==> src/verilog/spd_pkg.sv <==
/*
 * Shared constants and state types for the two-channel step/direction
 * motion generator: register offsets, channel selector codes, command
 * opcodes, timing counts and the packed state records.
 * Assumes a 25 MHz APB clock and a 12-bit APB byte address.
 */
package spd_pkg;

    // ==========================================================
    // Clock and timing
    // ==========================================================
    localparam int              CLK_HZ        = 25_000_000;
    localparam int              CLK_PERIOD_NS = 40;
    localparam logic [24:0]     ACC_WRAP      = 25'(CLK_HZ);
    // Width of one step pulse, rounded up to whole cycles
    localparam int              STEP_PULSE_NS = 5000;
    localparam int              PULSE_CYC_I   = (STEP_PULSE_NS + CLK_PERIOD_NS - 1)
                                                / CLK_PERIOD_NS;
    localparam logic [7:0]      PULSE_CYC     = 8'(PULSE_CYC_I);

    // ==========================================================
    // Rate limits and rate/ramp reset values (rates in pulses per second)
    // ==========================================================
    localparam logic [13:0]     RATE_MIN      = 14'h0001;
    localparam logic [13:0]     RATE_MAX      = 14'h2710;
    localparam logic [13:0]     RATE_RST      = 14'h0001;
    localparam logic [15:0]     RAMP_RST      = 16'h0000;

    // ==========================================================
    // Channel selector codes and command opcodes
    // ==========================================================
    localparam logic [7:0]      SEL_CTRL1     = 8'h01;
    localparam logic [7:0]      SEL_CH2       = 8'h02;
    localparam logic [7:0]      SEL_FULL1     = 8'h0b;
    localparam logic [7:0]      SEL_HALF1     = 8'h15;
    localparam logic [7:0]      SEL_CTRL2     = 8'h20;
    localparam logic [2:0]      OP_REL        = 3'h0;
    localparam logic [2:0]      OP_ABS        = 3'h1;
    localparam logic [2:0]      OP_STOP       = 3'h2;
    localparam logic [2:0]      OP_HOME       = 3'h3;
    localparam logic [2:0]      OP_SRST       = 3'h4;

    // ==========================================================
    // Register byte offsets
    // ==========================================================
    localparam logic [11:0]     OFS_SEL       = 12'h000;
    localparam logic [11:0]     OFS_ARG       = 12'h004;
    localparam logic [11:0]     OFS_CMD       = 12'h008;
    localparam logic [11:0]     OFS_RATE1     = 12'h00c;
    localparam logic [11:0]     OFS_RAMP1     = 12'h010;
    localparam logic [11:0]     OFS_RATE2     = 12'h014;
    localparam logic [11:0]     OFS_RAMP2     = 12'h018;
    localparam logic [11:0]     OFS_POS1      = 12'h01c;
    localparam logic [11:0]     OFS_POS2      = 12'h020;
    localparam logic [11:0]     OFS_STAT      = 12'h024;
    localparam logic [11:0]     OFS_MASK      = 12'h028;
    localparam logic [11:0]     OFS_RUN       = 12'h02c;

    // ==========================================================
    // Types
    // ==========================================================
    typedef enum logic [2:0] {
        DRV_CTRL = 3'b001,
        DRV_FULL = 3'b010,
        DRV_HALF = 3'b100
    } spd_drv_e;

    typedef struct packed {
        logic           busy;
        spd_drv_e       drv;
        logic           dir;
        logic           down;
        logic [31:0]    total;
        logic [31:0]    issued;
        logic [31:0]    pos;
        logic [13:0]    rate;
        logic [13:0]    cur;
        logic [15:0]    ramp;
        logic [17:0]    frac;
        logic [24:0]    acc;
        logic [7:0]     pw;
        logic           step;
        logic [2:0]     phase;
    } spd_chan_s;

    typedef struct packed {
        spd_chan_s [1:0] ch;
        logic [7:0]     sel;
        logic [31:0]    arg;
        logic [1:0]     stat;
        logic [1:0]     mask;
        logic [31:0]    prdata;
        logic           pready;
        logic           pslverr;
        logic [3:0]     outs;
        logic           irq;
    } spd_state_s;

endpackage

==> src/verilog/spd_ctrl.sv <==
/*
 * Two-channel stepper motion generator with an APB register slave.
 * Channel 1 drives step/direction or four coils on outputs 5..8,
 * channel 2 drives step/direction on outputs 7..8. Trapezoidal ramp,
 * signed position tracking, sticky done flags with a masked interrupt.
 * Assumes an APB master on pclk; motor outputs go to pad drivers.
 */
// The address map and the APB interface to the registers were chosen for this implementation.
`timescale 1ns/10ps

// Contract
// Controller mode channel 1: direction on output 5, step pulses on output 6.
// Direction high for negative motion, low for positive motion.
// Selector 32 runs channel 2 as controller, direction output 7, step output 8.
// Selector 11 drives channel 1 coils full-step on outputs 5 to 8.
// Selector 21 drives channel 1 coils half-step; counts are half steps.
// Channel 2 offers controller mode only, no coil driving.
// Software loads rate and ramp before the first move after power-up.
// Rate and ramp persist until rewritten; software reset keeps them.
// Rate setting accepts 1 to 10000 pulses per second only.
// Ramp value is steps to accelerate to full rate and to decelerate.
// Ramp starts and ends at one eighth of the maximum rate.
// Relative move emits magnitude-of-count pulses, sign picks direction.
// Relative move start clears its done flag; flag set after last step.
// Absolute move computes count and direction to signed target from home.
// Absolute move start clears its done flag; flag set at target.
// Set-home zeroes the position; position readable at any time.
// New moves are ignored while a move runs until done or stopped.
// Full-step cycles four coil states, half-step eight; reversed when negative.
// Stop halts pulses at once, keeps issued position, channel ready again.
module spd_ctrl (
    input  wire logic           pclk,
    input  wire logic           presetn,
    input  wire logic           psel,
    input  wire logic           penable,
    input  wire logic           pwrite,
    input  wire logic [11:0]    paddr,
    input  wire logic [31:0]    pwdata,
    output logic      [31:0]    prdata,
    output logic                pready,
    output logic                pslverr,
    output logic      [3:0]     motor_out,
    output logic                irq
);

    // ==========================================================
    // State
    // ==========================================================
    spd_pkg::spd_state_s q;
    spd_pkg::spd_state_s d;

    // Coil pattern per half-step phase; odd phases are the full-step states
    function automatic logic [3:0] coil_pattern(input logic [2:0] ph);
        logic [3:0] p;
        p = 4'h0;
        unique case (ph)
            3'h0: p = 4'h1;
            3'h1: p = 4'h3;
            3'h2: p = 4'h2;
            3'h3: p = 4'h6;
            3'h4: p = 4'h4;
            3'h5: p = 4'hc;
            3'h6: p = 4'h8;
            3'h7: p = 4'h9;
        endcase
        return p;
    endfunction

    // Clamp a written rate into the legal range
    function automatic logic [13:0] clamp_rate(input logic [31:0] v);
        logic [13:0] r;
        r = v[13:0];
        if (v > {18'h00000, spd_pkg::RATE_MAX}) begin
            r = spd_pkg::RATE_MAX;
        end else if (v == 32'h0000_0000) begin
            r = spd_pkg::RATE_MIN;
        end
        return r;
    endfunction

    // ==========================================================
    // Next-state logic
    // ==========================================================
    always_comb begin
        logic           setup;
        logic           wr;
        logic           mapped;
        logic [31:0]    rdv;
        logic [2:0]     op;
        logic           cidx;
        logic           sel_ok;
        spd_pkg::spd_drv_e nd;
        logic [32:0]    diff;
        logic [31:0]    mag;
        logic           ndir;
        logic [1:0]     done_set;
        logic [1:0]     done_clr;
        logic [13:0]    minr;
        logic [13:0]    delta;
        logic [31:0]    inew;
        logic [31:0]    rem;
        logic [31:0]    ramped;
        setup    = 1'b0;
        wr       = 1'b0;
        mapped   = 1'b0;
        rdv      = 32'h0000_0000;
        op       = 3'h0;
        cidx     = 1'b0;
        sel_ok   = 1'b0;
        nd       = spd_pkg::DRV_CTRL;
        diff     = 33'h0_0000_0000;
        mag      = 32'h0000_0000;
        ndir     = 1'b0;
        done_set = 2'b00;
        done_clr = 2'b00;
        minr     = 14'h0000;
        delta    = 14'h0000;
        inew     = 32'h0000_0000;
        rem      = 32'h0000_0000;
        ramped   = 32'h0000_0000;
        d        = q;

        // APB: answer in the first access cycle, data latched at setup
        setup    = psel && !penable;
        wr       = psel && penable && pwrite && q.pready;
        d.pready = setup;
        unique case (paddr)
            spd_pkg::OFS_SEL:   begin mapped = 1'b1; rdv = {24'h000000, q.sel}; end
            spd_pkg::OFS_ARG:   begin mapped = 1'b1; rdv = q.arg; end
            spd_pkg::OFS_CMD:   begin mapped = 1'b1; end
            spd_pkg::OFS_RATE1: begin mapped = 1'b1; rdv = {18'h00000, q.ch[0].rate}; end
            spd_pkg::OFS_RAMP1: begin mapped = 1'b1; rdv = {16'h0000, q.ch[0].ramp}; end
            spd_pkg::OFS_RATE2: begin mapped = 1'b1; rdv = {18'h00000, q.ch[1].rate}; end
            spd_pkg::OFS_RAMP2: begin mapped = 1'b1; rdv = {16'h0000, q.ch[1].ramp}; end
            spd_pkg::OFS_POS1:  begin mapped = 1'b1; rdv = q.ch[0].pos; end
            spd_pkg::OFS_POS2:  begin mapped = 1'b1; rdv = q.ch[1].pos; end
            spd_pkg::OFS_STAT:  begin mapped = 1'b1; rdv = {30'h0, q.stat}; end
            spd_pkg::OFS_MASK:  begin mapped = 1'b1; rdv = {30'h0, q.mask}; end
            spd_pkg::OFS_RUN:   begin
                mapped = 1'b1;
                rdv    = {25'h0, q.ch[0].drv, 2'b00, q.ch[1].busy, q.ch[0].busy};
            end
            default:            mapped = 1'b0;
        endcase
        if (setup) begin
            d.prdata  = pwrite ? 32'h0000_0000 : rdv;
            d.pslverr = !mapped;
        end else begin
            d.pslverr = 1'b0;
        end

        // Plain register writes; rates are clamped into range
        if (wr) begin
            unique case (paddr)
                spd_pkg::OFS_SEL:   d.sel = pwdata[7:0];
                spd_pkg::OFS_ARG:   d.arg = pwdata;
                spd_pkg::OFS_RATE1: d.ch[0].rate = clamp_rate(pwdata);
                spd_pkg::OFS_RAMP1: d.ch[0].ramp = pwdata[15:0];
                spd_pkg::OFS_RATE2: d.ch[1].rate = clamp_rate(pwdata);
                spd_pkg::OFS_RAMP2: d.ch[1].ramp = pwdata[15:0];
                spd_pkg::OFS_STAT:  done_clr = pwdata[1:0];
                spd_pkg::OFS_MASK:  d.mask = pwdata[1:0];
                default:            d.mask = d.mask;
            endcase
        end

        // Step engines, one pass per channel
        for (int i = 0; i < 2; i++) begin
            if (q.ch[i].pw != 8'h00) begin
                d.ch[i].pw = q.ch[i].pw - 8'h01;
            end else begin
                d.ch[i].step = 1'b0;
            end
            minr  = (q.ch[i].rate[13:3] == 11'h000) ? spd_pkg::RATE_MIN
                                                    : {3'b000, q.ch[i].rate[13:3]};
            delta = q.ch[i].rate - minr;
            if (q.ch[i].busy) begin
                // Phase accumulator gives a one-cycle step enable
                if ({11'h000, q.ch[i].cur} + q.ch[i].acc >= spd_pkg::ACC_WRAP) begin
                    d.ch[i].acc    = q.ch[i].acc + {11'h000, q.ch[i].cur}
                                     - spd_pkg::ACC_WRAP;
                    d.ch[i].step   = 1'b1;               // see R01
                    d.ch[i].pw     = spd_pkg::PULSE_CYC;
                    inew           = q.ch[i].issued + 32'h1;
                    d.ch[i].issued = inew;
                    d.ch[i].pos    = q.ch[i].dir ? q.ch[i].pos - 32'h1
                                                 : q.ch[i].pos + 32'h1;
                    // Coil sequence walks backwards for negative moves
                    if (q.ch[i].drv == spd_pkg::DRV_FULL) begin
                        d.ch[i].phase = q.ch[i].dir ? q.ch[i].phase - 3'h2
                                                    : q.ch[i].phase + 3'h2; // see R04
                    end else if (q.ch[i].drv == spd_pkg::DRV_HALF) begin
                        d.ch[i].phase = q.ch[i].dir ? q.ch[i].phase - 3'h1
                                                    : q.ch[i].phase + 3'h1; // see R05
                    end
                    // Ramp region: decelerate over as many steps as were ramped up
                    rem    = q.ch[i].total - inew;
                    ramped = (inew < {16'h0000, q.ch[i].ramp}) ? inew
                                                               : {16'h0000, q.ch[i].ramp};
                    if (rem <= ramped) begin
                        d.ch[i].frac = (q.ch[i].down ? q.ch[i].frac : 18'h0)
                                       + {4'h0, delta};
                        d.ch[i].down = 1'b1;
                    end else if (inew < {16'h0000, q.ch[i].ramp}) begin
                        d.ch[i].frac = q.ch[i].frac + {4'h0, delta};
                    end else begin
                        d.ch[i].cur  = q.ch[i].rate;
                        d.ch[i].frac = 18'h0;
                    end
                    if (inew == q.ch[i].total) begin
                        d.ch[i].busy = 1'b0;
                        done_set[i]  = 1'b1;                    // see R13
                    end
                end else begin
                    d.ch[i].acc = q.ch[i].acc + {11'h000, q.ch[i].cur};
                    // Spread the rate change of each step over the following cycles
                    if (q.ch[i].ramp != 16'h0000 && q.ch[i].frac >= {2'b00, q.ch[i].ramp}) begin
                        d.ch[i].frac = q.ch[i].frac - {2'b00, q.ch[i].ramp};
                        if (q.ch[i].down) begin
                            d.ch[i].cur = (q.ch[i].cur > minr) ? q.ch[i].cur - 14'h1
                                                               : minr;
                        end else begin
                            d.ch[i].cur = (q.ch[i].cur < q.ch[i].rate) ? q.ch[i].cur + 14'h1
                                                                       : q.ch[i].rate;
                        end
                    end
                end
            end
        end

        // Commands: the selector names channel and drive mode
        if (wr && paddr == spd_pkg::OFS_CMD) begin
            op   = pwdata[2:0];
            cidx = (q.sel == spd_pkg::SEL_CTRL2 || q.sel == spd_pkg::SEL_CH2);
            unique case (q.sel)
                spd_pkg::SEL_CTRL1: begin sel_ok = 1'b1; nd = spd_pkg::DRV_CTRL; end
                spd_pkg::SEL_FULL1: begin sel_ok = 1'b1; nd = spd_pkg::DRV_FULL; end
                spd_pkg::SEL_HALF1: begin sel_ok = 1'b1; nd = spd_pkg::DRV_HALF; end
                spd_pkg::SEL_CTRL2: begin sel_ok = 1'b1; nd = spd_pkg::DRV_CTRL; end
                default:            sel_ok = 1'b0;
            endcase
            // Pins 7..8 are shared: coil driving and channel 2 exclude each other
            if (cidx && q.ch[0].drv != spd_pkg::DRV_CTRL) begin
                sel_ok = 1'b0;
            end
            if (!cidx && nd != spd_pkg::DRV_CTRL && q.ch[1].busy) begin
                sel_ok = 1'b0;
            end
            if ((op == spd_pkg::OP_REL || op == spd_pkg::OP_ABS) && sel_ok
                    && !q.ch[cidx].busy) begin
                if (op == spd_pkg::OP_REL) begin
                    ndir = q.arg[31];
                    mag  = q.arg[31] ? 32'h0 - q.arg : q.arg;
                end else begin
                    diff = {q.arg[31], q.arg} - {q.ch[cidx].pos[31], q.ch[cidx].pos};
                    ndir = diff[32];
                    mag  = diff[32] ? 32'(33'h0 - diff) : diff[31:0];
                end
                d.ch[cidx].drv    = nd;                        // see R04
                d.ch[cidx].dir    = ndir;
                d.ch[cidx].total  = mag;
                d.ch[cidx].issued = 32'h0;
                d.ch[cidx].acc    = 25'h0;
                d.ch[cidx].frac   = 18'h0;
                d.ch[cidx].down   = 1'b0;
                d.ch[cidx].cur    = (q.ch[cidx].ramp == 16'h0000) ? q.ch[cidx].rate
                                     : ((q.ch[cidx].rate[13:3] == 11'h000)
                                        ? spd_pkg::RATE_MIN
                                        : {3'b000, q.ch[cidx].rate[13:3]});
                if (nd == spd_pkg::DRV_FULL) begin
                    d.ch[cidx].phase = q.ch[cidx].phase | 3'h1;
                end
                if (mag == 32'h0) begin
                    done_set[cidx] = 1'b1;                     // see R13
                end else begin
                    d.ch[cidx].busy = 1'b1;
                    done_clr[cidx]  = 1'b1;                    // see R13
                end
            end else if (op == spd_pkg::OP_STOP) begin
                d.ch[cidx].busy = 1'b0;
                d.ch[cidx].step = 1'b0;
                d.ch[cidx].pw   = 8'h00;
            end else if (op == spd_pkg::OP_HOME) begin
                d.ch[cidx].pos = 32'h0;
            end else if (op == spd_pkg::OP_SRST) begin
                // Software reset aborts motion but keeps rate and ramp
                for (int k = 0; k < 2; k++) begin
                    d.ch[k].busy = 1'b0;
                    d.ch[k].step = 1'b0;
                    d.ch[k].pw   = 8'h00;
                end
                done_clr = 2'b11;
            end
        end

        // Sticky done flags: a set in the same cycle beats any clear
        d.stat = (q.stat & ~done_clr) | done_set;
        d.irq  = |(q.stat & q.mask);

        // Output pins 5..8 (bit 0 is pin 5)
        if (q.ch[0].drv == spd_pkg::DRV_CTRL) begin
            d.outs = {q.ch[1].step, q.ch[1].dir, q.ch[0].step, q.ch[0].dir}; // see R01
        end else begin
            d.outs = coil_pattern(q.ch[0].phase);                  // see R04
        end
    end

    // ==========================================================
    // State register
    // ==========================================================
    always_ff @(posedge pclk or negedge presetn) begin
        if (!presetn) begin
            q <= '0;
            for (int k = 0; k < 2; k++) begin
                q.ch[k].drv  <= spd_pkg::DRV_CTRL;
                q.ch[k].rate <= spd_pkg::RATE_RST;
                q.ch[k].ramp <= spd_pkg::RAMP_RST;
            end
        end else begin
            q <= d;
        end
    end

    // Outputs come straight from the state register
    assign prdata    = q.prdata;
    assign pready    = q.pready;
    assign pslverr   = q.pslverr;
    assign motor_out = q.outs;
    assign irq       = q.irq;

endmodule

==> config.mk <==
export PLATFORM = sky130hd
export DESIGN_NAME = spd_ctrl
export DESIGN_NICKNAME = d
export VERILOG_FILES = /design/src/verilog/spd_pkg.sv /design/src/verilog/spd_ctrl.sv
export SDC_FILE = /design/constraint.sdc
export NUM_CORES = 2
export LEC_CHECK = 0
export BUFFER_PORTS_ARGS = -buffer_cell sky130_fd_sc_hd__buf_4
export CAP_MARGIN = 20
export CORE_MARGIN = 10
export CORE_UTILIZATION = 45
export CTS_CLUSTER_SIZE = 10
export DETAILED_ROUTE_END_ITERATION = 7
export PLACE_DENSITY = 0.64
export SLEW_MARGIN = 20
export SYNTH_ARGS = -nofsm -noshare
export SYNTH_HDL_FRONTEND = slang
export SYNTH_SLANG_ARGS = --single-unit
==> constraint.sdc <==
create_clock -name pclk -period 9 [get_ports pclk]
set_input_delay 0.45 -clock pclk [delete_from_list [all_inputs] [get_ports pclk]]
set_output_delay 0.45 -clock pclk [all_outputs]
set_load 0.02 [all_outputs]
* After elaboration in Yosys (flattened, before gate mapping) *
Memory sizes are Yosys's and may differ from the RTL's.
Index checks and enable logic that the tools add are counted.

operators by class
  add/sub/neg operators = 37
  multipliers = 0
  divide/modulo/power cells = 0
  $lt $le $gt $ge = 15
  eq/ne operators = 30
  shifts and indexed selects = 0
  mux-type cells = 175
  bitwise logic cells = 6
  reductions and logical operators = 39

operators by type and width
  operator                                                          count
  402-bit bitwise mux                                               14
  402-bit two-way mux                                               7
  201-bit demux with 1-bit select                                   13
  201-bit two-way mux                                               3
  188-bit two-way mux                                               2
  32-bit case mux with 11 select lines                              1
  14-bit two-way mux                                                23
  32-bit two-way mux                                                10
  64-bit two-way mux                                                4
  200-bit two-way mux                                               1
  197-bit two-way mux                                               1
  196-bit two-way mux                                               1
  195-bit two-way mux                                               1
  55-bit two-way mux                                                3
  163-bit two-way mux                                               1
  18-bit two-way mux                                                8
  131-bit two-way mux                                               1
  32-bit by 1-bit adder with 32-bit output (second input constant)  4
  43-bit two-way mux                                                2
  85-bit two-way mux                                                1
  18-bit by 14-bit adder with 18-bit output                         4
  32-bit equality test                                              2
  32-bit less-or-equal comparator                                   2
  32-bit zero test                                                  2
  65 further kinds                                                  191

storage, ports and cells
  flip-flop bits (word level) = 485
  latch bits = 0
  memory bits (writable) = 0
  ROM bits = 32
  input bits = 49
  output and inout bits = 39
  word-level logic and storage cells = 342
  memories kept = 1

memories
  name              words  width  rd ports  clocked after Yosys merged registers in  write ports  RTL line        text
  (name not given)  8      4      1         0                                        0            spd_ctrl.sv:56  unique case (ph)

* Longest topological paths before layout *
  depth in word-level cells = 29
  mapped depth = 38
  depth with buffers taken out = 37

* Least setup slack after synthesis *
No wires, ideal clock.

  path kind = flip-flop to flip-flop
  start = reg q[415] in the netlist's numbering
  end = reg q[325] in the netlist's numbering
  setup time = 0.094 ns
  arrival = 6.985 ns
  required time = 8.906 ns
  slack = 1.921 ns
  cell stages (with the launch flop) = 37
  buffers on the path = 2
  clock period less this slack = 7.079 ns
  cells stage by stage = dfrtp_1 > ha_1 > nand3_1 > nor2_1 > and3_1 > and3_1 > xor2_1 > inv_1 > ha_1 > and3_1 > o31ai_1 > a21oi_1 > o21ai_0 > o311ai_0 > a22oi_1 > a211oi_1 > a2111oi_0 > o21ai_0 > a22o_1 > o21ai_0 > o21ai_0 > a21oi_1 > xnor2_1 > ha_1 > a21o_1 > a21oi_1 > o21ai_0 > a211o_1 > a21oi_1 > o21ai_0 > o21bai_1 > clkbuf_1 > clkbuf_1 > nand2_1 > o311ai_0 > o31ai_1 > a211oi_1

RTL lines
  element          RTL line        text
  start, declared  spd_ctrl.sv:49  spd_pkg::spd_state_s q;

==> key figures <==
Die
  – Row cnt: 117
  – Die span in y: 340.5 um
  – Initial Util: 0.4537
  – I/O pin cnt: 88
  – Die ar.: 0.1159 sq mm
  – Core Area: 0.1019 sq mm
  – Chip width: 340.5 um

Logic synthesis
  – Mapped cell area: 0.04623 sq mm
  – Top post-synthesis cells by area: dfrtp_1, ha_1, nand2_1, xnor2_1, o21ai_0
  – Ys Warns: 0
  – Avg Inst Size Synth: 7.811 sq um
  – Top cell type's share of synthesized area: 0.2577
  – Area leader, netlist: dfrtp_1
  – Number of flops mapped to enable cells by yosys: 0
  – Mapped Cells: 5918
  – Async S/R FF share, synth: 1.000
  – Most frequent cell after synthesis: nand2_1
  – Main synth FF type: dfrtp_1
  – #FFs+latches synth: 479
  – Number of library cell types mapped by synthesis: 95
  – Post-synth top cells: nand2_1, nor2_1, dfrtp_1
  – Post-synthesis sequential area ratio: 0.2594

Final layout
  – Sequential Area: 0.01199 sq mm
  – Area of the multi-input gates: 0.03220 sq mm
  – Fill cell count: 10040
  – Nets: 6389
  – Area Overhead vs Synth: 8.821%
  – Layout cells sized above 1: 0.06626
  – Final Cell Area: 0.05030 sq mm

Setup path
  – Critical path launch point type: flip-flop
  – WP data required: 9.58 ns
  – Slowest-stage cell, CP: nor2b_1
  – FF-to-FF setup slack: 0.92 ns
  – Critical Path AT: 8.66 ns
  – CP Capture Type: flip-flop
  – Largest stage delay, worst path: 0.63 ns
  – Setup Crit Path Kind: flip-flop to flip-flop
  – CP Max Fanout: 12

Clocking
  – TritonCTS clock tree: built
  – # clock sinks: 479
  – CTS max path bufs: 3
  – Cts bufs inserted: 66
  – Clk Latency, worst-skew pair: 0.65 ns
  – Clock Pin Slew Worst Setup and Hold Paths: 0.05 ns
  – Setup bufs post-CTS: 0
  – Root Buffer: clkbuf_16
  – Depth of the CTS H-tree: 3

Drt
  – Vias: 44000
  – Pre-Repair DR Iteration Count: 8
  – Final WL: 157000 um
  – Residual DRC count: 1
  – DR WL/cell: 21.53 um
  – Routed vias/inst: 6.035
  – Final ANT Viol Nets: 0
  – DRT iter0 DRCs: 3684

STA
  – Setup Viol. Count Final: 0
  – Transition time of the tightest slew-check pin: 1.145 ns
  – Final min period: 8.078 ns
  – FMAX: 123.8 MHz
  – RSZ-0062 raised after global routing: false
  – Final Hold Vio Count: 0
  – Worst clock skew: 0.03005 ns
  – Setup TNS: 0 ns
  – Fin crit share: 0.8976
  – Worst rel slew slack: 0.2337
  – Final hold slack: 0.04756 ns
  – Final Max Tran Viols: 0

Outcome
  – Outcome: complete, but fails checks
  – Failing checks: design-rule violations

Placement
  – Dpl cell area: 0.04817 sq mm
  – HPWL Detailed: 117700 um
  – IO Port Bufs: 87
  – RePlAce Congestion: 1.013

Global route
  – First-pass GRT wire length: 242700 um
  – Grt ovf: 0
  – Initial antenna violation count: 17
  – GRT Overall Usage: 0.2606
  – Largest net degree at the start of global routing: 159
  – Vias in the first global route: 41680

Worst hold path
  – Min-Delay Path Class: input port to flip-flop

Power and ir drop
  – Tot Pwr: 0.004904 W
  – PwrDens: 97.49 mW/mm^2
  – Leak pwr: 22.66 nW
  – VDD IR-drop max: 125.8 uV

Run
  – Number of max-cap violations: 0
==> worst max-delay path, delay by kind of cell (launching register included) <==
family / cells / cell delay, ns
and+or+nand+nor: 14 / 4.03
AOI/OAI and AO/OA: 10 / 2.06
adders and majority gates: 3 / 0.89
DFF: 1 / 0.46
xor gates and xnor gates: 2 / 0.41
buffers and inverters: 2 / 0.17
==> final timing paths <==
check,cells past startpoint,endpoint,startpoint
min in group asynchronous,2,q[312]$_DFF_PN0_,presetn
hold reg to reg,2,flip-flop,flip-flop
max in group asynchronous,4,q[213]$_DFF_PN0_,presetn
setup reg to reg,31,q[167]$_DFF_PN0_,q[214]$_DFF_PN0_
hold / removal,2,q[59]$_DFFE_PN0P_,pwdata[16]
setup / recovery,31,q[167]$_DFF_PN0_,q[214]$_DFF_PN0_
==> metal layers <==
layer | vias up | track usage | share of wire
met3 | 322 | 0.06142 | 0.088
met1 | 20950 | 0.3467 | 0.43
met4 | 22 | 0.09660 | 0.039
met2 | 1618 | 0.4078 | 0.44
li1 | 21090 | - | -
met5 | - | 0 | 0.00093
==> logic make-up after synthesis <==
logic type                 count (synthesis)  synth area share
adders and majority gates                466            0.1287
and+or+nand+nor                         2164            0.2182
xor gates and xnor gates                 505           0.09568
AOI/OAI and AO/OA                       1615            0.2220
DFF                                      479            0.2594
other                                      1        0.00008112
buffers and inverters                    572           0.04959
muxes                                    116           0.02642
==> final cells by class <==
class                      instances  area share
inverter                         255     0.01903
multi-input combinational       4898      0.6402
clock buffer                      90     0.03664
sequential                       479      0.2384
tap                             1368     0.03403
clock inverter                    20    0.004502
antenna                            7   0.0003482
timing repair buffer             174     0.02686
==> report_power, final <==
group	total, W	switching [W]	internal (W)
Combinational	0.000148	0.000109	0.0000386
Sequential	0.00216	0.00000269	0.00216
Clock	0.00260	0.00108	0.00152
==> per-stage QoR <==
stage / worst slack, ns / instances / utilization
floorplan: 1.921 / 5949 / -
global placement: 0.9344 / 7171 / 0.4728
detailed placement: 0.8475 / 7172 / 0.4728
CTS: 0.7633 / 7283 / 0.4932
global route: 0.08119 / 7284 / 0.4935
finish: 0.9218 / 7291 / 0.4937
==> cell usage in the layout, fill, tap and decap left out, types with 49 or more instances in the layout <==
cell / instances
xor2_1: 190
o21a_1: 53
a21o_1: 126
ha_1: 450
nor3_1: 129
a31oi_1: 55
xnor2_1: 315
a21oi_1: 421
dfrtp_1: 474
clkbuf_16: 67
nand4_1: 87
inv_1: 254
nor2b_1: 69
nand2_1: 793
o21ai_0: 449
buf_4: 168
mux2i_1: 68
nand2b_1: 49
and2_1: 70
a211oi_1: 51
nor2_1: 510
and3_1: 84
nand3_1: 160
==> repair_timing <==
action | in CTS | in global routing
resized for setup | 0 | 2
hold buffers | 1 | 0
endpoints found under the setup margin | 0 | 16
hold endpoints to repair | 74 | 0
Note: power is estimated with default switching activity, not from simulation.
